**src/hdl/mse_defines.svh**
```systemverilog
`ifndef MSE_DEFINES_SVH
`define MSE_DEFINES_SVH
// ----------------------------------------
// register byte addresses (index times four)
// ----------------------------------------
`define MSE_IDX_DMA_SEG 8'hf9
`define MSE_IDX_CODE_SEG 8'hf4
`define MSE_IDX_INT_SEG 8'hf8
`define MSE_IDX_EXT_MODE 8'hf6
`define MSE_IDX_PAGE0 8'hf0
`define MSE_IDX_PORT0 8'he0
`define MSE_ADDR_DMA_SEG 12'h3e4
`define MSE_ADDR_CODE_SEG 12'h3d0
`define MSE_ADDR_INT_SEG 12'h3e0
`define MSE_ADDR_EXT_MODE 12'h3d8
`define MSE_ADDR_LOW_BANK 12'h380
`define MSE_ADDR_HIGH_BANK 12'h3c0
`define MSE_ADDR_STATUS 12'h400
// ----------------------------------------
// fields
// ----------------------------------------
`define MSE_SEG_W 6
`define MSE_BIT_REMAP 5
`define MSE_BIT_SAVE 6
`define MSE_PAGE_OFS_W 14
`define MSE_BANK_MASK 12'hff0
`define MSE_RESP_OKAY 2'b00
`define MSE_RESP_SLVERR 2'b10
`define MSE_ZERO_BYTE 8'h00
`define MSE_ZERO_SEG 6'h00
`endif

```
**src/hdl/mse_pkg.sv**
```systemverilog
package mse_pkg;
    typedef enum logic [1:0] {
        MSE_ACC_DATA = 2'b00,
        MSE_ACC_FETCH = 2'b01,
        MSE_ACC_DMA = 2'b10
    } mse_acc_t;

    typedef struct packed {
        logic valid;
        mse_acc_t kind;
        logic [15:0] vaddr;
        logic periph_seg;
    } mse_req_t;

    typedef struct packed {
        logic valid;
        logic [21:0] paddr;
    } mse_resp_t;

    typedef enum logic [1:0] {
        MSE_CTX_NORMAL = 2'b00,
        MSE_CTX_COMPAT = 2'b01,
        MSE_CTX_EXTENDED = 2'b10
    } mse_ctx_t;
endpackage

```
**src/hdl/mse_page_bank.sv**
```systemverilog
`timescale 1ns/1ps
`include "mse_defines.svh"
// four byte registers, registered read, one write port
module mse_page_bank (
    input wire logic aclk, // clock
    input wire logic aresetn, // sync reset, low
    input wire logic wr_en, // write strobe
    input wire logic [1:0] wr_idx, // write index
    input wire logic [7:0] wr_data, // write byte
    input wire logic [1:0] rd_idx, // read index
    output logic [7:0] rd_data, // registered read byte
    output logic [31:0] all_data // all four bytes, live
);
    logic [7:0] mem [0:3];

    assign all_data = {mem[3], mem[2], mem[1], mem[0]};

    always_ff @(posedge aclk)
    begin
        if (!aresetn)
        begin
            mem[0] <= `MSE_ZERO_BYTE;
            mem[1] <= `MSE_ZERO_BYTE;
            mem[2] <= `MSE_ZERO_BYTE;
            mem[3] <= `MSE_ZERO_BYTE;
            rd_data <= `MSE_ZERO_BYTE;
        end
        else
        begin
            if (wr_en)
                mem[wr_idx] <= wr_data;
            rd_data <= mem[rd_idx];
        end
    end
endmodule

```
**src/hdl/mse_top.sv**
```systemverilog
// Decided for this implementation: the AXI4-Lite interface to the registers.
`timescale 1ns/1ps
`include "mse_defines.svh"
module mse_top (
    input wire logic aclk, // clock, 25 mhz
    input wire logic aresetn, // sync reset, low
    // axi4-lite slave
    input wire logic [11:0] s_awaddr, // write address
    input wire logic s_awvalid, // write address valid
    output logic s_awready, // write address ready
    input wire logic [31:0] s_wdata, // write data
    input wire logic [3:0] s_wstrb, // byte strobes
    input wire logic s_wvalid, // write data valid
    output logic s_wready, // write data ready
    output logic [1:0] s_bresp, // write response
    output logic s_bvalid, // write response valid
    input wire logic s_bready, // write response ready
    input wire logic [11:0] s_araddr, // read address
    input wire logic s_arvalid, // read address valid
    output logic s_arready, // read address ready
    output logic [31:0] s_rdata, // read data
    output logic [1:0] s_rresp, // read response
    output logic s_rvalid, // read data valid
    input wire logic s_rready, // read data ready
    // core and dma side
    input wire mse_pkg::mse_req_t req, // translation request
    output mse_pkg::mse_resp_t resp, // physical address, one cycle later
    input wire logic far_load, // far jump/call/return loads code segment
    input wire logic [5:0] far_seg, // segment for far_load
    input wire logic int_enter, // interrupt entry pulse
    input wire logic int_return, // interrupt return pulse
    input wire logic [5:0] popped_seg, // code segment popped by return
    output logic [5:0] push_seg, // code segment to push on entry
    output logic push_seg_valid, // entry pushes a code segment
    output logic [21:0] vector_base, // vector table segment base
    output logic [1:0] context_state // current execution context
);
    // ----------------------------------------
    // registers
    // ----------------------------------------
    logic [7:0] dma_memory_segment;
    logic [5:0] code_segment_reg;
    logic [5:0] interrupt_segment_reg;
    logic [7:0] extended_mode_reg_two;
    mse_pkg::mse_ctx_t ctx;
    mse_pkg::mse_ctx_t next_ctx;
    logic [11:0] aw_addr;
    logic aw_have;
    logic [31:0] w_data;
    logic [3:0] w_strb;
    logic w_have;

    wire page_reg_remap = extended_mode_reg_two[`MSE_BIT_REMAP];
    wire segment_save_enable = extended_mode_reg_two[`MSE_BIT_SAVE];

    function automatic logic in_bank(input logic [11:0] a);
        in_bank = (a & `MSE_BANK_MASK) == `MSE_ADDR_LOW_BANK || (a & `MSE_BANK_MASK) == `MSE_ADDR_HIGH_BANK;
    endfunction

    // remap moves the page registers to the low bank, ports take the high one
    function automatic logic in_pages(input logic [11:0] a, input logic remap);
        in_pages = (a & `MSE_BANK_MASK) == (remap ? `MSE_ADDR_LOW_BANK : `MSE_ADDR_HIGH_BANK);
    endfunction

    // ----------------------------------------
    // write channel: address and data in either order
    // ----------------------------------------
    wire wr_fire = aw_have && w_have && !s_bvalid;
    wire wr_lane0 = wr_fire && w_strb[0];
    wire wr_bank = in_bank(aw_addr);
    wire wr_page_hit = wr_lane0 && in_pages(aw_addr, page_reg_remap);
    wire wr_code = wr_lane0 && aw_addr == `MSE_ADDR_CODE_SEG;
    wire wr_ok = wr_bank || aw_addr == `MSE_ADDR_CODE_SEG || aw_addr == `MSE_ADDR_INT_SEG
                 || aw_addr == `MSE_ADDR_EXT_MODE || aw_addr == `MSE_ADDR_DMA_SEG;

    always_ff @(posedge aclk)
    begin
        if (!aresetn)
        begin
            aw_have <= 1'b0;
            w_have <= 1'b0;
            aw_addr <= 12'h000;
            w_data <= 32'h0000_0000;
            w_strb <= 4'h0;
            s_bvalid <= 1'b0;
            s_bresp <= `MSE_RESP_OKAY;
            s_awready <= 1'b1;
            s_wready <= 1'b1;
        end
        else
        begin
            // readies are flops: each drops on its own handshake, both return when the response is accepted
            if (s_awvalid && s_awready)
            begin
                aw_have <= 1'b1;
                aw_addr <= s_awaddr;
                s_awready <= 1'b0;
            end
            if (s_wvalid && s_wready)
            begin
                w_have <= 1'b1;
                w_data <= s_wdata;
                w_strb <= s_wstrb;
                s_wready <= 1'b0;
            end
            if (wr_fire)
            begin
                aw_have <= 1'b0;
                w_have <= 1'b0;
                s_bvalid <= 1'b1;
                s_bresp <= wr_ok ? `MSE_RESP_OKAY : `MSE_RESP_SLVERR;
            end
            else if (s_bvalid && s_bready)
            begin
                s_bvalid <= 1'b0;
                s_awready <= 1'b1;
                s_wready <= 1'b1;
            end
        end
    end

    // ----------------------------------------
    // page registers and port data registers
    // ----------------------------------------
    logic [7:0] page_rd;
    logic [31:0] page_all;
    logic [31:0] port_data;
    logic [1:0] rd_idx_q;

    mse_page_bank u_pages (
        .aclk(aclk),
        .aresetn(aresetn),
        .wr_en(wr_page_hit),
        .wr_idx(aw_addr[3:2]),
        .wr_data(w_data[7:0]),
        .rd_idx(s_araddr[3:2]),
        .rd_data(page_rd),
        .all_data(page_all)
    );

    // port data registers swap places with the page registers
    wire wr_port_hit = wr_lane0 && wr_bank && !wr_page_hit && aw_addr[5:4] == 2'b00;
    always_ff @(posedge aclk)
    begin
        if (!aresetn)
            port_data <= 32'h0000_0000;
        else if (wr_port_hit)
            port_data[aw_addr[3:2]*8 +: 8] <= w_data[7:0];
    end

    // ----------------------------------------
    // segment and mode registers
    // ----------------------------------------
    always_ff @(posedge aclk)
    begin
        if (!aresetn)
        begin
            dma_memory_segment <= `MSE_ZERO_BYTE;
            interrupt_segment_reg <= `MSE_ZERO_SEG;
            extended_mode_reg_two <= `MSE_ZERO_BYTE;
        end
        else if (wr_lane0)
        begin
            if (aw_addr == `MSE_ADDR_DMA_SEG)
                dma_memory_segment <= w_data[7:0];
            else if (aw_addr == `MSE_ADDR_INT_SEG)
                interrupt_segment_reg <= w_data[5:0];
            else if (aw_addr == `MSE_ADDR_EXT_MODE)
                extended_mode_reg_two <= w_data[7:0];
        end
    end

    // ----------------------------------------
    // interrupt context and code segment
    // ----------------------------------------
    always_comb
    begin
        next_ctx = ctx;
        if (int_enter)
            next_ctx = segment_save_enable ? mse_pkg::MSE_CTX_EXTENDED : mse_pkg::MSE_CTX_COMPAT;
        else if (int_return)
            next_ctx = mse_pkg::MSE_CTX_NORMAL;
    end

    always_ff @(posedge aclk)
    begin
        if (!aresetn)
        begin
            ctx <= mse_pkg::MSE_CTX_NORMAL;
            code_segment_reg <= `MSE_ZERO_SEG;
            push_seg <= `MSE_ZERO_SEG;
            push_seg_valid <= 1'b0;
        end
        else
        begin
            ctx <= next_ctx;
            push_seg_valid <= int_enter && segment_save_enable;
            if (int_enter && segment_save_enable)
            begin
                push_seg <= code_segment_reg;
                code_segment_reg <= interrupt_segment_reg;
            end
            else if (int_return && ctx == mse_pkg::MSE_CTX_EXTENDED)
                code_segment_reg <= popped_seg;
            else if (far_load)
                code_segment_reg <= far_seg;
            else if (wr_code)
                code_segment_reg <= w_data[5:0];
        end
    end

    // ----------------------------------------
    // translation
    // ----------------------------------------
    // compatible routine fetches ignore the code segment entirely
    wire [5:0] fetch_seg = ctx == mse_pkg::MSE_CTX_COMPAT
                           ? interrupt_segment_reg : code_segment_reg;
    // sampled per access, so a changed select hits the next transfer
    wire [5:0] dma_seg = req.periph_seg
                         ? dma_memory_segment[5:0] : interrupt_segment_reg;
    wire [7:0] data_page = page_all[req.vaddr[15:14]*8 +: 8];
    wire [21:0] data_addr = {data_page, req.vaddr[`MSE_PAGE_OFS_W-1:0]};

    always_ff @(posedge aclk)
    begin
        if (!aresetn)
        begin
            resp <= '0;
            vector_base <= 22'h00_0000;
            context_state <= 2'b00;
        end
        else
        begin
            resp.valid <= req.valid;
            vector_base <= {interrupt_segment_reg, 16'h0000};
            context_state <= next_ctx;
            if (req.kind == mse_pkg::MSE_ACC_FETCH)
                resp.paddr <= {fetch_seg, req.vaddr};
            else if (req.kind == mse_pkg::MSE_ACC_DMA)
                resp.paddr <= {dma_seg, req.vaddr};
            else
                resp.paddr <= data_addr;
        end
    end

    // ----------------------------------------
    // read channel, one cycle to answer
    // ----------------------------------------
    logic [11:0] ar_q;
    logic rd_pend;
    wire rd_bank = in_bank(ar_q);
    wire rd_page = in_pages(ar_q, page_reg_remap);
    wire [7:0] rd_byte = rd_page ? page_rd
                       : (rd_bank && ar_q[5:4] == 2'b00) ? port_data[rd_idx_q*8 +: 8]
                       : ar_q == `MSE_ADDR_DMA_SEG ? dma_memory_segment
                       : ar_q == `MSE_ADDR_CODE_SEG ? {2'b00, code_segment_reg}
                       : ar_q == `MSE_ADDR_INT_SEG ? {2'b00, interrupt_segment_reg}
                       : ar_q == `MSE_ADDR_EXT_MODE ? extended_mode_reg_two
                       : ar_q == `MSE_ADDR_STATUS ? {6'h00, context_state}
                       : `MSE_ZERO_BYTE;
    wire rd_ok = rd_bank || ar_q == `MSE_ADDR_DMA_SEG || ar_q == `MSE_ADDR_CODE_SEG
                 || ar_q == `MSE_ADDR_INT_SEG || ar_q == `MSE_ADDR_EXT_MODE || ar_q == `MSE_ADDR_STATUS;

    always_ff @(posedge aclk)
    begin
        if (!aresetn)
        begin
            ar_q <= 12'h000;
            rd_idx_q <= 2'b00;
            rd_pend <= 1'b0;
            s_rvalid <= 1'b0;
            s_rdata <= 32'h0000_0000;
            s_rresp <= `MSE_RESP_OKAY;
            s_arready <= 1'b1;
        end
        else
        begin
            if (s_arvalid && s_arready)
            begin
                ar_q <= s_araddr;
                rd_idx_q <= s_araddr[3:2];
                rd_pend <= 1'b1;
                s_arready <= 1'b0;
            end
            if (rd_pend)
            begin
                rd_pend <= 1'b0;
                s_rvalid <= 1'b1;
                s_rdata <= {24'h00_0000, rd_byte};
                s_rresp <= rd_ok ? `MSE_RESP_OKAY : `MSE_RESP_SLVERR;
            end
            else if (s_rvalid && s_rready)
            begin
                s_rvalid <= 1'b0;
                s_arready <= 1'b1;
            end
        end
    end
endmodule

```
**config.mk**
```make
export PLATFORM = sky130hd
export DESIGN_NAME = mse_top
export DESIGN_NICKNAME = d
export VERILOG_FILES = /design/src/hdl/mse_pkg.sv /design/src/hdl/mse_page_bank.sv /design/src/hdl/mse_top.sv
export VERILOG_INCLUDE_DIRS = /design/src /design/src/hdl
export SDC_FILE = /design/constraint.sdc
export NUM_CORES = 1
export LEC_CHECK = 0
export BUFFER_PORTS_ARGS = -buffer_cell sky130_fd_sc_hd__buf_2
export CAP_MARGIN = 20
export CORE_MARGIN = 5
export CORE_UTILIZATION = 47
export DETAILED_ROUTE_END_ITERATION = 6
export MAX_ROUTING_LAYER = met4
export PLACE_DENSITY = 0.7
export SLEW_MARGIN = 20
export SYNTH_ARGS = -nofsm -noshare
export SYNTH_HDL_FRONTEND = slang
export SYNTH_SLANG_ARGS = --single-unit
```
**constraint.sdc**
```tcl
create_clock -name aclk -period 2.8 [get_ports aclk]
set_input_delay 0.14 -clock aclk [delete_from_list [all_inputs] [get_ports aclk]]
set_output_delay 0.14 -clock aclk [all_outputs]
set_load 0.03 [all_outputs]
```
==> out/results.tsv, run 1 <==
stage	metric	value	unit
clocking	Clk Tree Root Cell	clkbuf_16	
drt	Via density	5.343	
logic_synthesis	top cells by count, synth	dfxtp_1, nand2_1, a21oi_1	
cells_and_area	biggest regs	port_data x32, u_pages.mem x32, resp x23	
sta	f_max	0.4504	GHz
die	row count	49	
drt	drt total wl	22420	µm
placement	dpl hpwl	16040	µm
die	initial core utilization	47.91	%
logic_synthesis	cells after synthesis	926	
die	DIE AREA	21250	µm²
sta	Worst Max-Slew Pin Slew	776.9	ps
logic_synthesis	ys async rst share	0	%
clocking	clk sinks	189	
sta	post-layout min period	2220	ps
min_path	Hold WC Path Type	primary input to register	
setup_path	crit path max fanout	15	
status	status	finished, final reports clean	
cells_and_area	Final #Nets	1188	
sta	Final Setup Violations	0	
logic_synthesis	Mean Syn Cell Area	9.358	µm²
cells_and_area	share of layout cells above drive strength 1	20.46	%
setup_path	critical path arrival	2580	ps
logic_synthesis	synthesis-stage register bit count	189	
logic_synthesis	Netlist Area Pre-Place	8666	µm²
cells_and_area	Antenna Cells	0	
die	Die Y	145.8	µm
drt	Antenna Nets Post-Route	0	
die	I/O pin cnt	197	
placement	placed cells	1238	
clocking	clock-pin slew on the worst setup and hold paths	70	ps
power_and_ir_drop	pwr/cell area	577.8	nW/µm²
clocking	clock insertion delay at the later pin of the skew report	440	ps
drt	DR vias	7074	
sta	Clock Skew	9.159	ps
drt	Starting DRT DRC Count	622	
logic_synthesis	top-count cell post-synth	dfxtp_1	
placement	I/O Buffers	127	
setup_path	type of origin of the critical path	register	
drt	drt first pass iters	5	
global_routing	vias in the first global route	6781	
placement	RD Place Congestion	0.8761	
die	core area	18090	µm²
sta	Final Hold Violating Endpoints	0	
logic_synthesis	Synth top area share	36.27	%
sta	slew margin rel.	47.78	%
global_routing	largest net degree at the start of global routing	62	
power_and_ir_drop	Leakage Power	4.248	nW
clocking	Clock Path Buffers	2	
global_routing	GR Overflow Total	0	
run	MaxCap Viol Count	0	
clocking	total CTS buffers	17	
setup_path	WP data required	3160	ps
global_routing	GRT busiest layer	met2	
clocking	CTS H-tree lvls	4	
sta	Slew Viols, Final	0	
logic_synthesis	number of synthesis warnings	0	
clocking	post-CTS sizing	0	
logic_synthesis	Yosys cell types	58	
die	Die X	145.8	µm
global_routing	M3 GR Usage	4.298	%
logic_synthesis	Primary FF master, synth	dfxtp_1	
drt	WL/cell	16.94	µm
global_routing	routing usage on met1	28.49	%
cells_and_area	Filler Cells Inserted	1544	
cells_and_area	Layout area overhead	20.82	%
global_routing	initial antenna violation count	0	
global_routing	first-pass GRT wire length	36470	µm
setup_path	critical path class	register to register	
logic_synthesis	area leader, netlist	dfxtp_1	
cells_and_area	Layout Cells excl Fill	1324	
logic_synthesis	count of flip-flops with a built-in enable after synthesis	32	
logic_synthesis	post-synthesis sequential area ratio	47.36	%
setup_path	CP endpoint kind	register	
sta	share of the clock period used by the worst path	79.30	%
clocking	TritonCTS clock tree	built	
cells_and_area	Reg area	4104	µm²
logic_synthesis	top cells by area, synth	dfxtp_1, edfxtp_1, nand2_1	
cells_and_area	area of the multi-input gates	4093	µm²
global_routing	GR Util met2	33.89	%
sta	RSZ-0062 raised after global routing	no	
global_routing	Tot GR Track Use	21.86	%
sta	setup tns final	0	ps
power_and_ir_drop	Peak supply drop	0.4694	mV
drt	Residual DRC	0	
==> where the power goes <==
part	switching (mW)	internal [mW]	leakage (nW)	total, mW
Clock	1.04	1.40	0.290	2.44
Sequential	0.0810	2.85	1.61	2.93
Combinational	0.421	0.254	2.35	0.675
==> final timing paths <==
check | from | endpoint | slack [ps] | cells past startpoint
hold / removal | int_return | context_state[0]$_SDFFE_PN0P_ | 50 | 4
setup / recovery | rd_idx_q[0]$_SDFFE_PN0P_ | s_rdata[6]$_SDFFE_PN0P_ | 580 | 4
hold reg to reg | push_seg[4]$_SDFFE_PN0P_ | push_seg[4]$_SDFFE_PN0P_ | 450 | 2
setup reg to reg | rd_idx_q[0]$_SDFFE_PN0P_ | s_rdata[6]$_SDFFE_PN0P_ | 580 | 4
==> final cells by class <==
type	count	area share (%)
Timing Repair Buffer	202	12.74
Clock buffer	21	4.505
Inverter	14	0.5019
Sequential cell	189	39.20
Multi-Input combinational cell	658	39.09
Clock inverter	11	1.231
Tap cell	229	2.737
==> cell usage in the layout (no fill, tap or decap), types with 18 or more instances in the layout <==
| cell | count |
|---|---|
| dfxtp_1 | 157 |
| nand2_1 | 150 |
| buf_2 | 127 |
| a21oi_1 | 89 |
| and2_1 | 57 |
| dlygate4sd3_1 | 54 |
| nor2_1 | 52 |
| conb_1 | 42 |
| mux2i_1 | 36 |
| nand3_1 | 32 |
| edfxtp_1 | 32 |
| mux4_2 | 22 |
| a211oi_1 | 22 |
| o21ai_0 | 21 |
| buf_4 | 21 |
| clkbuf_16 | 18 |
==> logic make-up after synthesis <==
group	after synthesis	share of synthesized area [%]
flip-flops	189	47.36
AO/OA/AOI/OAI	182	12.53
adder cells (fa/ha/maj)	5	0.6931
AND/OR/NAND/NOR	365	21.47
XOR/XNOR	4	0.5776
buffers and inverters	120	7.190
multiplexers	60	10.14
other	1	0.04327
==> critical path, cell delays in order (launching register included) <==
cell and delay [ps]:
dfxtp_1 820, inv_1 160, nor4_2 740, a22oi_1 210
a31oi_1 210
==> layer usage <==
layer / vias to the layer above / wire [µm] / share of wire, %
met4: 0 / 614 / 2.7
met5: - / 0 / 0
met2: 239 / 10400 / 46
li1: 3504 / - / -
met1: 3294 / 9944 / 44
met3: 37 / 1463 / 6.5
==> what timing repair did <==
action | CTS | global route
endpoints found under the hold margin | 52 | 0
buffers inserted | 0 | 0
hold buffers | 54 | 0
==> through the flow <==
| step | setup WS (ps) | util, % | power, mW | instance area [µm²] | hold WS [ps] |
|---|---|---|---|---|---|
| after floorplan | 564.6 | - | 3.451 | 8820 | 240.4 |
| after global placement | 668.7 | 51.58 | 3.592 | 9329 | 345.9 |
| after detailed placement | 601.8 | 51.58 | 3.602 | 9329 | 349.1 |
| after CTS | 586.3 | 57.89 | 6.084 | 10470 | 48.32 |
| after global routing | 417.8 | 57.89 | 6.275 | 10470 | 74.83 |
| final | 579.7 | 57.89 | 6.050 | 10470 | 51.12 |
Power figures use the tool's default switching activity.
==> run 2, diff against run 1 <==
- PLACE_DENSITY: 0.7 -> 0.73
- clock period: 2.8 -> 1.8 ns (I/O delays scaled with it)
==> out/results.tsv, run 2 (synthesis gave the netlist of run 1 again) <==
stage	metric	value	unit	change
setup_path	Reg2Reg Depth	5		+1
global_routing	vias in the first global route	7037		+3.8%
power_and_ir_drop	pwr/cell area	860.0	nW/µm²	+49%
die	row count	49		unchanged
setup_path	CP endpoint kind	register		
global_routing	Tot GR Track Use	22.55	%	+0.69 points
drt	Starting DRT DRC Count	670		+7.7%
min_path	Hold WC Path Type	primary input to register		
drt	WL/cell	17.13	µm	+1.2%
setup_path	crit path max fanout	8		-7
drt	DR vias	7376		+4.3%
sta	f_max	0.5732	GHz	+27%
clocking	total CTS buffers	17		unchanged
setup_path	Worst R2R End	u_pages.mem[0][5]$_SDFFCE_PN0P_		
cells_and_area	biggest regs	port_data x32, u_pages.mem x32, resp x23		
global_routing	first-pass GRT wire length	37530	µm	+2.9%
power_and_ir_drop	post-layout total power	9.400	mW	+55%
sta	slew margin rel.	61.36	%	+14 points
drt	Antenna Nets Post-Route	0		unchanged
setup_path	critical path arrival	1870	ps	-710 ps
sta	Worst Max-Slew Pin Slew	576.7	ps	-200.1 ps
sta	post-layout min period	1745	ps	-475.7 ps
sta	Final Hold Violating Endpoints	0		unchanged
min_path	hold path depth	4		unchanged
placement	RD Place Congestion	0.9445		+7.8%
min_path	Min-Delay Endpoint	context_state[0]$_SDFFE_PN0P_		
die	I/O pin cnt	197		unchanged
clocking	TritonCTS clock tree	built		
cells_and_area	commonest cells after routing, fill and taps aside	dfxtp_1, nand2_1, buf_2		
sta	Final Setup Violations	0		unchanged
status	status	finished, final reports clean		
setup_path	type of origin of the critical path	register		
clocking	clock insertion delay at the later pin of the skew report	430	ps	about the same
global_routing	initial antenna violation count	1		+1
global_routing	largest net degree at the start of global routing	79		+27%
clocking	Clock Path Buffers	2		unchanged
die	core area	18090	µm²	unchanged
clocking	number of setup buffers added after CTS	0		unchanged
sta	final setup margin	55.44	ps	-524.3 ps
clocking	CTS H-tree lvls	4		unchanged
cells_and_area	share of layout cells above drive strength 1	25.40	%	+4.9 points
setup_path	biggest cell delay along the critical path	340	ps	-480 ps
die	Die X	145.8	µm	unchanged
sta	RSZ-0062 raised after global routing	yes		
drt	Residual DRC	0		unchanged
die	DIE AREA	21250	µm²	unchanged
cells_and_area	Final Util	60.44	%	+2.5 points
power_and_ir_drop	Peak supply drop	0.5945	mV	+27%
sta	share of the clock period used by the worst path	96.92	%	+18 points
drt	drt total wl	23370	µm	+4.2%
global_routing	GR Overflow Total	0		unchanged
placement	I/O Buffers	127		unchanged
placement	Post-DP Area	9693	µm²	+3.9%
die	initial core utilization	47.91	%	unchanged
clocking	clock-pin slew on the worst setup and hold paths	70	ps	about the same
drt	drt first pass iters	7		+2
min_path	HP Start	int_return		
setup_path	WP data required	1930	ps	-1230 ps
sta	Slew Viols, Final	0		unchanged
placement	dpl hpwl	16550	µm	+3.2%
placement	worst slack, placed	-10.78	ps	-612.6 ps
placement	placed cells	1276		+3.1%
setup_path	worst-path cell chain	and4b_2, nand4b_4, nor3_4, and4_4, nand2b_4		
cells_and_area	Final #Nets	1227		+3.3%
setup_path	critical path class	register to register		
clocking	clk sinks	189		unchanged
setup_path	FF-to-FF Start	s_bvalid$_SDFFE_PN0P_		
setup_path	Reg2Reg Setup Slack	60	ps	-520 ps
cells_and_area	Layout area overhead	26.13	%	
sta	Clock Skew	10.33	ps	+1.170 ps
setup_path	Crit-path slowest cell	dfxtp_4		
cells_and_area	commonest non-fill, non-tap cell in the layout	dfxtp_1		
clocking	Clk Tree Root Cell	clkbuf_16		
power_and_ir_drop	Leakage Power	4.505	nW	+6.1%
run	MaxCap Viol Count	0		unchanged
drt	Via density	5.408		+1.2%
cells_and_area	Layout Cell Area excl Fill	10930	µm²	+4.4%
die	Die Y	145.8	µm	unchanged
cells_and_area	Layout Cells excl Fill	1364		+3.0%
[run 2: power breakdown]
| part | total (mW) | switching [mW] | leakage [nW] | internal (mW) |
|---|---|---|---|---|
| registers | 4.56 | 0.124 | 1.61 | 4.43 |
| clock network | 3.71 | 1.63 | 0.289 | 2.08 |
| logic | 1.13 | 0.684 | 2.60 | 0.449 |
[run 2: final cells by class]
class / instances / area (µm²)
repair buffers: 241 / 1687
inverters: 14 / 52.55
multi-input cells: 658 / 4203
fillers: 1480 / 7156
clock buffers: 21 / 481.7
clock inverters: 11 / 105.1
diodes: 1 / 2.502
well taps: 229 / 286.5
flip-flops and latches: 189 / 4113
[run 2: per-layer routing]
| metal | wire [µm] | share of wire [%] | up-vias | global-route usage, % |
|---|---|---|---|---|
| met1 | 9893 | 42 | 3431 | 28.59 |
| met3 | 1856 | 7.9 | 43 | 5.076 |
| li1 | - | - | 3582 | - |
| met5 | 0 | 0 | - | - |
| met2 | 11000 | 47 | 320 | 35.50 |
| met4 | 613 | 2.6 | 0 | 8.262 |
[run 2: worst max-delay path by stage]
stage                                         from                              end  slack [ps]  cells after the start
after floorplan              s_bvalid$_SDFFE_PN0P_  u_pages.mem[0][0]$_SDFFCE_PN0P_         -80                      6
after global placement    rd_idx_q[0]$_SDFFE_PN0P_          s_rdata[0]$_SDFFE_PN0P_           1                      5
after detailed placement  rd_idx_q[0]$_SDFFE_PN0P_          s_rdata[0]$_SDFFE_PN0P_         -10                      5
after CTS                    s_bvalid$_SDFFE_PN0P_  u_pages.mem[0][2]$_SDFFCE_PN0P_          20                      5
after global routing         s_bvalid$_SDFFE_PN0P_       port_data[13]$_SDFFE_PN0P_         -20                      5
final                        s_bvalid$_SDFFE_PN0P_  u_pages.mem[0][5]$_SDFFCE_PN0P_          60                      5
[run 2: metrics by stage]
step	TNS, ps	hold slack (ps)
after detailed placement	-18.40	300.3
final	0	10.47
after CTS	0	4.917
after floorplan	-639.9	190.4
after global placement	0	296.6
after global routing	-52.57	17.29
[run 2: what timing repair did]
item / in CTS / in global routing
gates resized for setup: 3 / 24
endpoints found under the setup margin: 27 / 65
pin swaps: 0 / 7
cloned: 0 / 0
endpoints found under the hold margin: 52 / 0
hold buffers: 55 / 0
[run 2: critical path: cells and delay by family, from the launching register on]
| family | cells | cell delay, ps |
|---|---|---|
| simple gates | 5 | 1100 |
| flops | 1 | 340 |
==> run 3, diff against run 2 <==
- CORE_ASPECT_RATIO: unset -> 0.5
- CORE_UTILIZATION: 47 -> 35
- PLACE_DENSITY: 0.73 -> 0.57
==> out/results.tsv, run 3 (synthesis gave the netlist of run 1 again) <==
stage	metric	value	unit	change
global_routing	first-pass GRT wire length	41590	µm	+11%
setup_path	FF-to-FF Start	s_bvalid$_SDFFE_PN0P_		
die	row count	40		-18%
die	initial core utilization	35.85	%	-12 points
sta	Final Hold Slack	56.92	ps	+46.45 ps
setup_path	worst-path cell chain	and4b_2, nand4b_4, nor3_4, and4_1, nand2b_4		
global_routing	largest net degree at the start of global routing	50		-37%
die	Die X	232.5	µm	+60%
global_routing	Tot GR Track Use	19.79	%	-2.8 points
sta	slew margin rel.	59.88	%	-1.5 points
setup_path	type of origin of the critical path	register		
clocking	total CTS buffers	17		unchanged
sta	Clock Skew	9.402	ps	-0.9271 ps
die	core area	24170	µm²	+34%
drt	drt first pass iters	5		-2
clocking	CTS H-tree lvls	4		unchanged
placement	I/O Buffers	127		unchanged
clocking	clock insertion delay at the later pin of the skew report	450	ps	+20 ps
sta	RSZ-0062 raised after global routing	yes		
clocking	TritonCTS clock tree	built		
cells_and_area	share of layout cells above drive strength 1	25.91	%	+0.51 points
sta	post-layout min period	1796	ps	+50.98 ps
setup_path	Worst R2R End	u_pages.mem[0][1]$_SDFFCE_PN0P_		
min_path	hold path depth	3		-1
drt	WL/cell	18.45	µm	+7.7%
setup_path	CP top delay family	simple AND/OR/NAND/NOR gates		
drt	Antenna Nets Post-Route	0		unchanged
setup_path	Bufs and invs on worst path	0		unchanged
sta	Slew Viols, Final	0		unchanged
min_path	Hold WC Path Type	primary input to register		
clocking	Clk Tree Root Cell	clkbuf_16		
min_path	Min-Delay Endpoint	ar_q[3]$_SDFFE_PN0P_		
setup_path	Reg2Reg Setup Slack	4	ps	-50 ps
setup_path	biggest cell delay along the critical path	340	ps	about the same
status	status	finished, final reports clean		
global_routing	GR Overflow Total	0		unchanged
die	DIE AREA	28200	µm²	+33%
setup_path	critical path arrival	1950	ps	+80 ps
cells_and_area	commonest cells after routing, fill and taps aside	nand2_1, dfxtp_1, buf_2		
cells_and_area	biggest regs	port_data x32, u_pages.mem x32, resp x23		
placement	RD Place Congestion	0.9158		-3.0%
global_routing	initial antenna violation count	0		-1
cells_and_area	commonest non-fill, non-tap cell in the layout	nand2_1		
sta	Final Setup Violations	0		unchanged
setup_path	crit path max fanout	8		unchanged
min_path	HP Start	s_araddr[3]		
placement	dpl hpwl	19690	µm	+19%
clocking	clock-pin slew on the worst setup and hold paths	70	ps	about the same
setup_path	critical path class	register to register		
setup_path	WP data required	1950	ps	+20 ps
cells_and_area	Final Util	46.49	%	-14 points
drt	Via density	5.048		-6.7%
setup_path	Reg2Reg Depth	5		unchanged
die	Die Y	121.3	µm	-17%
drt	DR vias	7521		+2.0%
setup_path	CP endpoint kind	register		
drt	drt total wl	27500	µm	+18%
cells_and_area	Antenna Cells	0		-1
power_and_ir_drop	pwr/cell area	875.8	nW/µm²	+1.8%
global_routing	vias in the first global route	7255		+3.1%
sta	share of the clock period used by the worst path	99.75	%	+2.8 points
setup_path	Crit-path slowest cell	dfxtp_4		
cells_and_area	Final #Nets	1247		+1.6%
sta	Final Hold Violating Endpoints	0		unchanged
die	I/O pin cnt	197		unchanged
drt	Starting DRT DRC Count	716		+6.9%
power_and_ir_drop	Leakage Power	4.618	nW	+2.5%
power_and_ir_drop	Peak supply drop	0.6941	mV	+17%
run	MaxCap Viol Count	0		unchanged
drt	Residual DRC	0		unchanged
clocking	Clock Path Buffers	2		unchanged
clocking	clk sinks	189		unchanged
sta	f_max	0.5569	GHz	-2.8%
sta	Worst Max-Slew Pin Slew	601.0	ps	+24.30 ps
cells_and_area	Layout area overhead	29.69	%	
-- run 3: report_power, final --
group / internal, mW / switching [mW] / leakage (nW)
logic: 0.465 / 0.734 / 2.70
clock network: 2.24 / 1.85 / 0.305
registers: 4.43 / 0.124 / 1.61
total: 7.14 / 2.71 / 4.62
-- run 3: per-layer routing --
metal  GRT usage, %  up-vias  share of wire, %
li1               -     3631                 -
met5              -        -                 0
met2          30.76      279                46
met1          25.97     3574                45
met3          5.004       37               7.6
met4          5.418        0               2.1
-- run 3: metrics by stage --
stage | instance area [µm²] | std cells | setup TNS, ps | setup WS (ps) | total power, mW
6_report | 11240 | 1490 | 0 | 4.459 | 9.843
5_1_grt | 11240 | 1490 | -413.4 | -60.14 | 10.20
4_1_cts | 11140 | 1488 | 0 | 3.578 | 9.883
3_5_place_dp | 9915 | 1398 | -407.9 | -28.19 | 5.716
3_3_place_gp | 9915 | 1398 | -82.57 | -5.946 | 5.697
2_1_floorplan | 8850 | 967 | -639.9 | -79.98 | 5.372
-- run 3: worst min-delay path, cell delays in order --
cell and delay [ps]:
buf_2 210, nand2_1 90, a21oi_1 60
-- run 3: worst max-delay path by stage --
| stage | depth (start not counted) | slack (ps) | start | to |
|---|---|---|---|---|
| detailed placement | 5 | -30 | s_bvalid$_SDFFE_PN0P_ | u_pages.mem[3][0]$_DFFE_PP_ |
| CTS | 5 | 4 | s_bvalid$_SDFFE_PN0P_ | u_pages.mem[0][0]$_SDFFCE_PN0P_ |
| finish | 5 | 4 | s_bvalid$_SDFFE_PN0P_ | u_pages.mem[0][1]$_SDFFCE_PN0P_ |
| global placement | 5 | -6 | s_bvalid$_SDFFE_PN0P_ | u_pages.mem[2][0]$_SDFFCE_PN0P_ |
| global route | 7 | -60 | rd_idx_q[0]$_SDFFE_PN0P_ | s_rdata[1]$_SDFFE_PN0P_ |
| floorplan | 6 | -80 | s_bvalid$_SDFFE_PN0P_ | u_pages.mem[0][0]$_SDFFCE_PN0P_ |
-- run 3: layout make-up --
type	count	area (µm²)
fill	2250	12930
multi-input combinational	658	4199
sequential	189	4116
timing repair buffer	261	1824
clock buffer	17	425.4
tap	336	420.4
clock inverter	15	200.2
inverter	14	52.55
-- run 3: what timing repair did --
item                       CTS  global route
setup endpoints to repair   18            64
pin swaps                    1             5
hold endpoints to repair    53             0
resized for setup            3            23
hold buffers                57             0
setup buffers                1             2
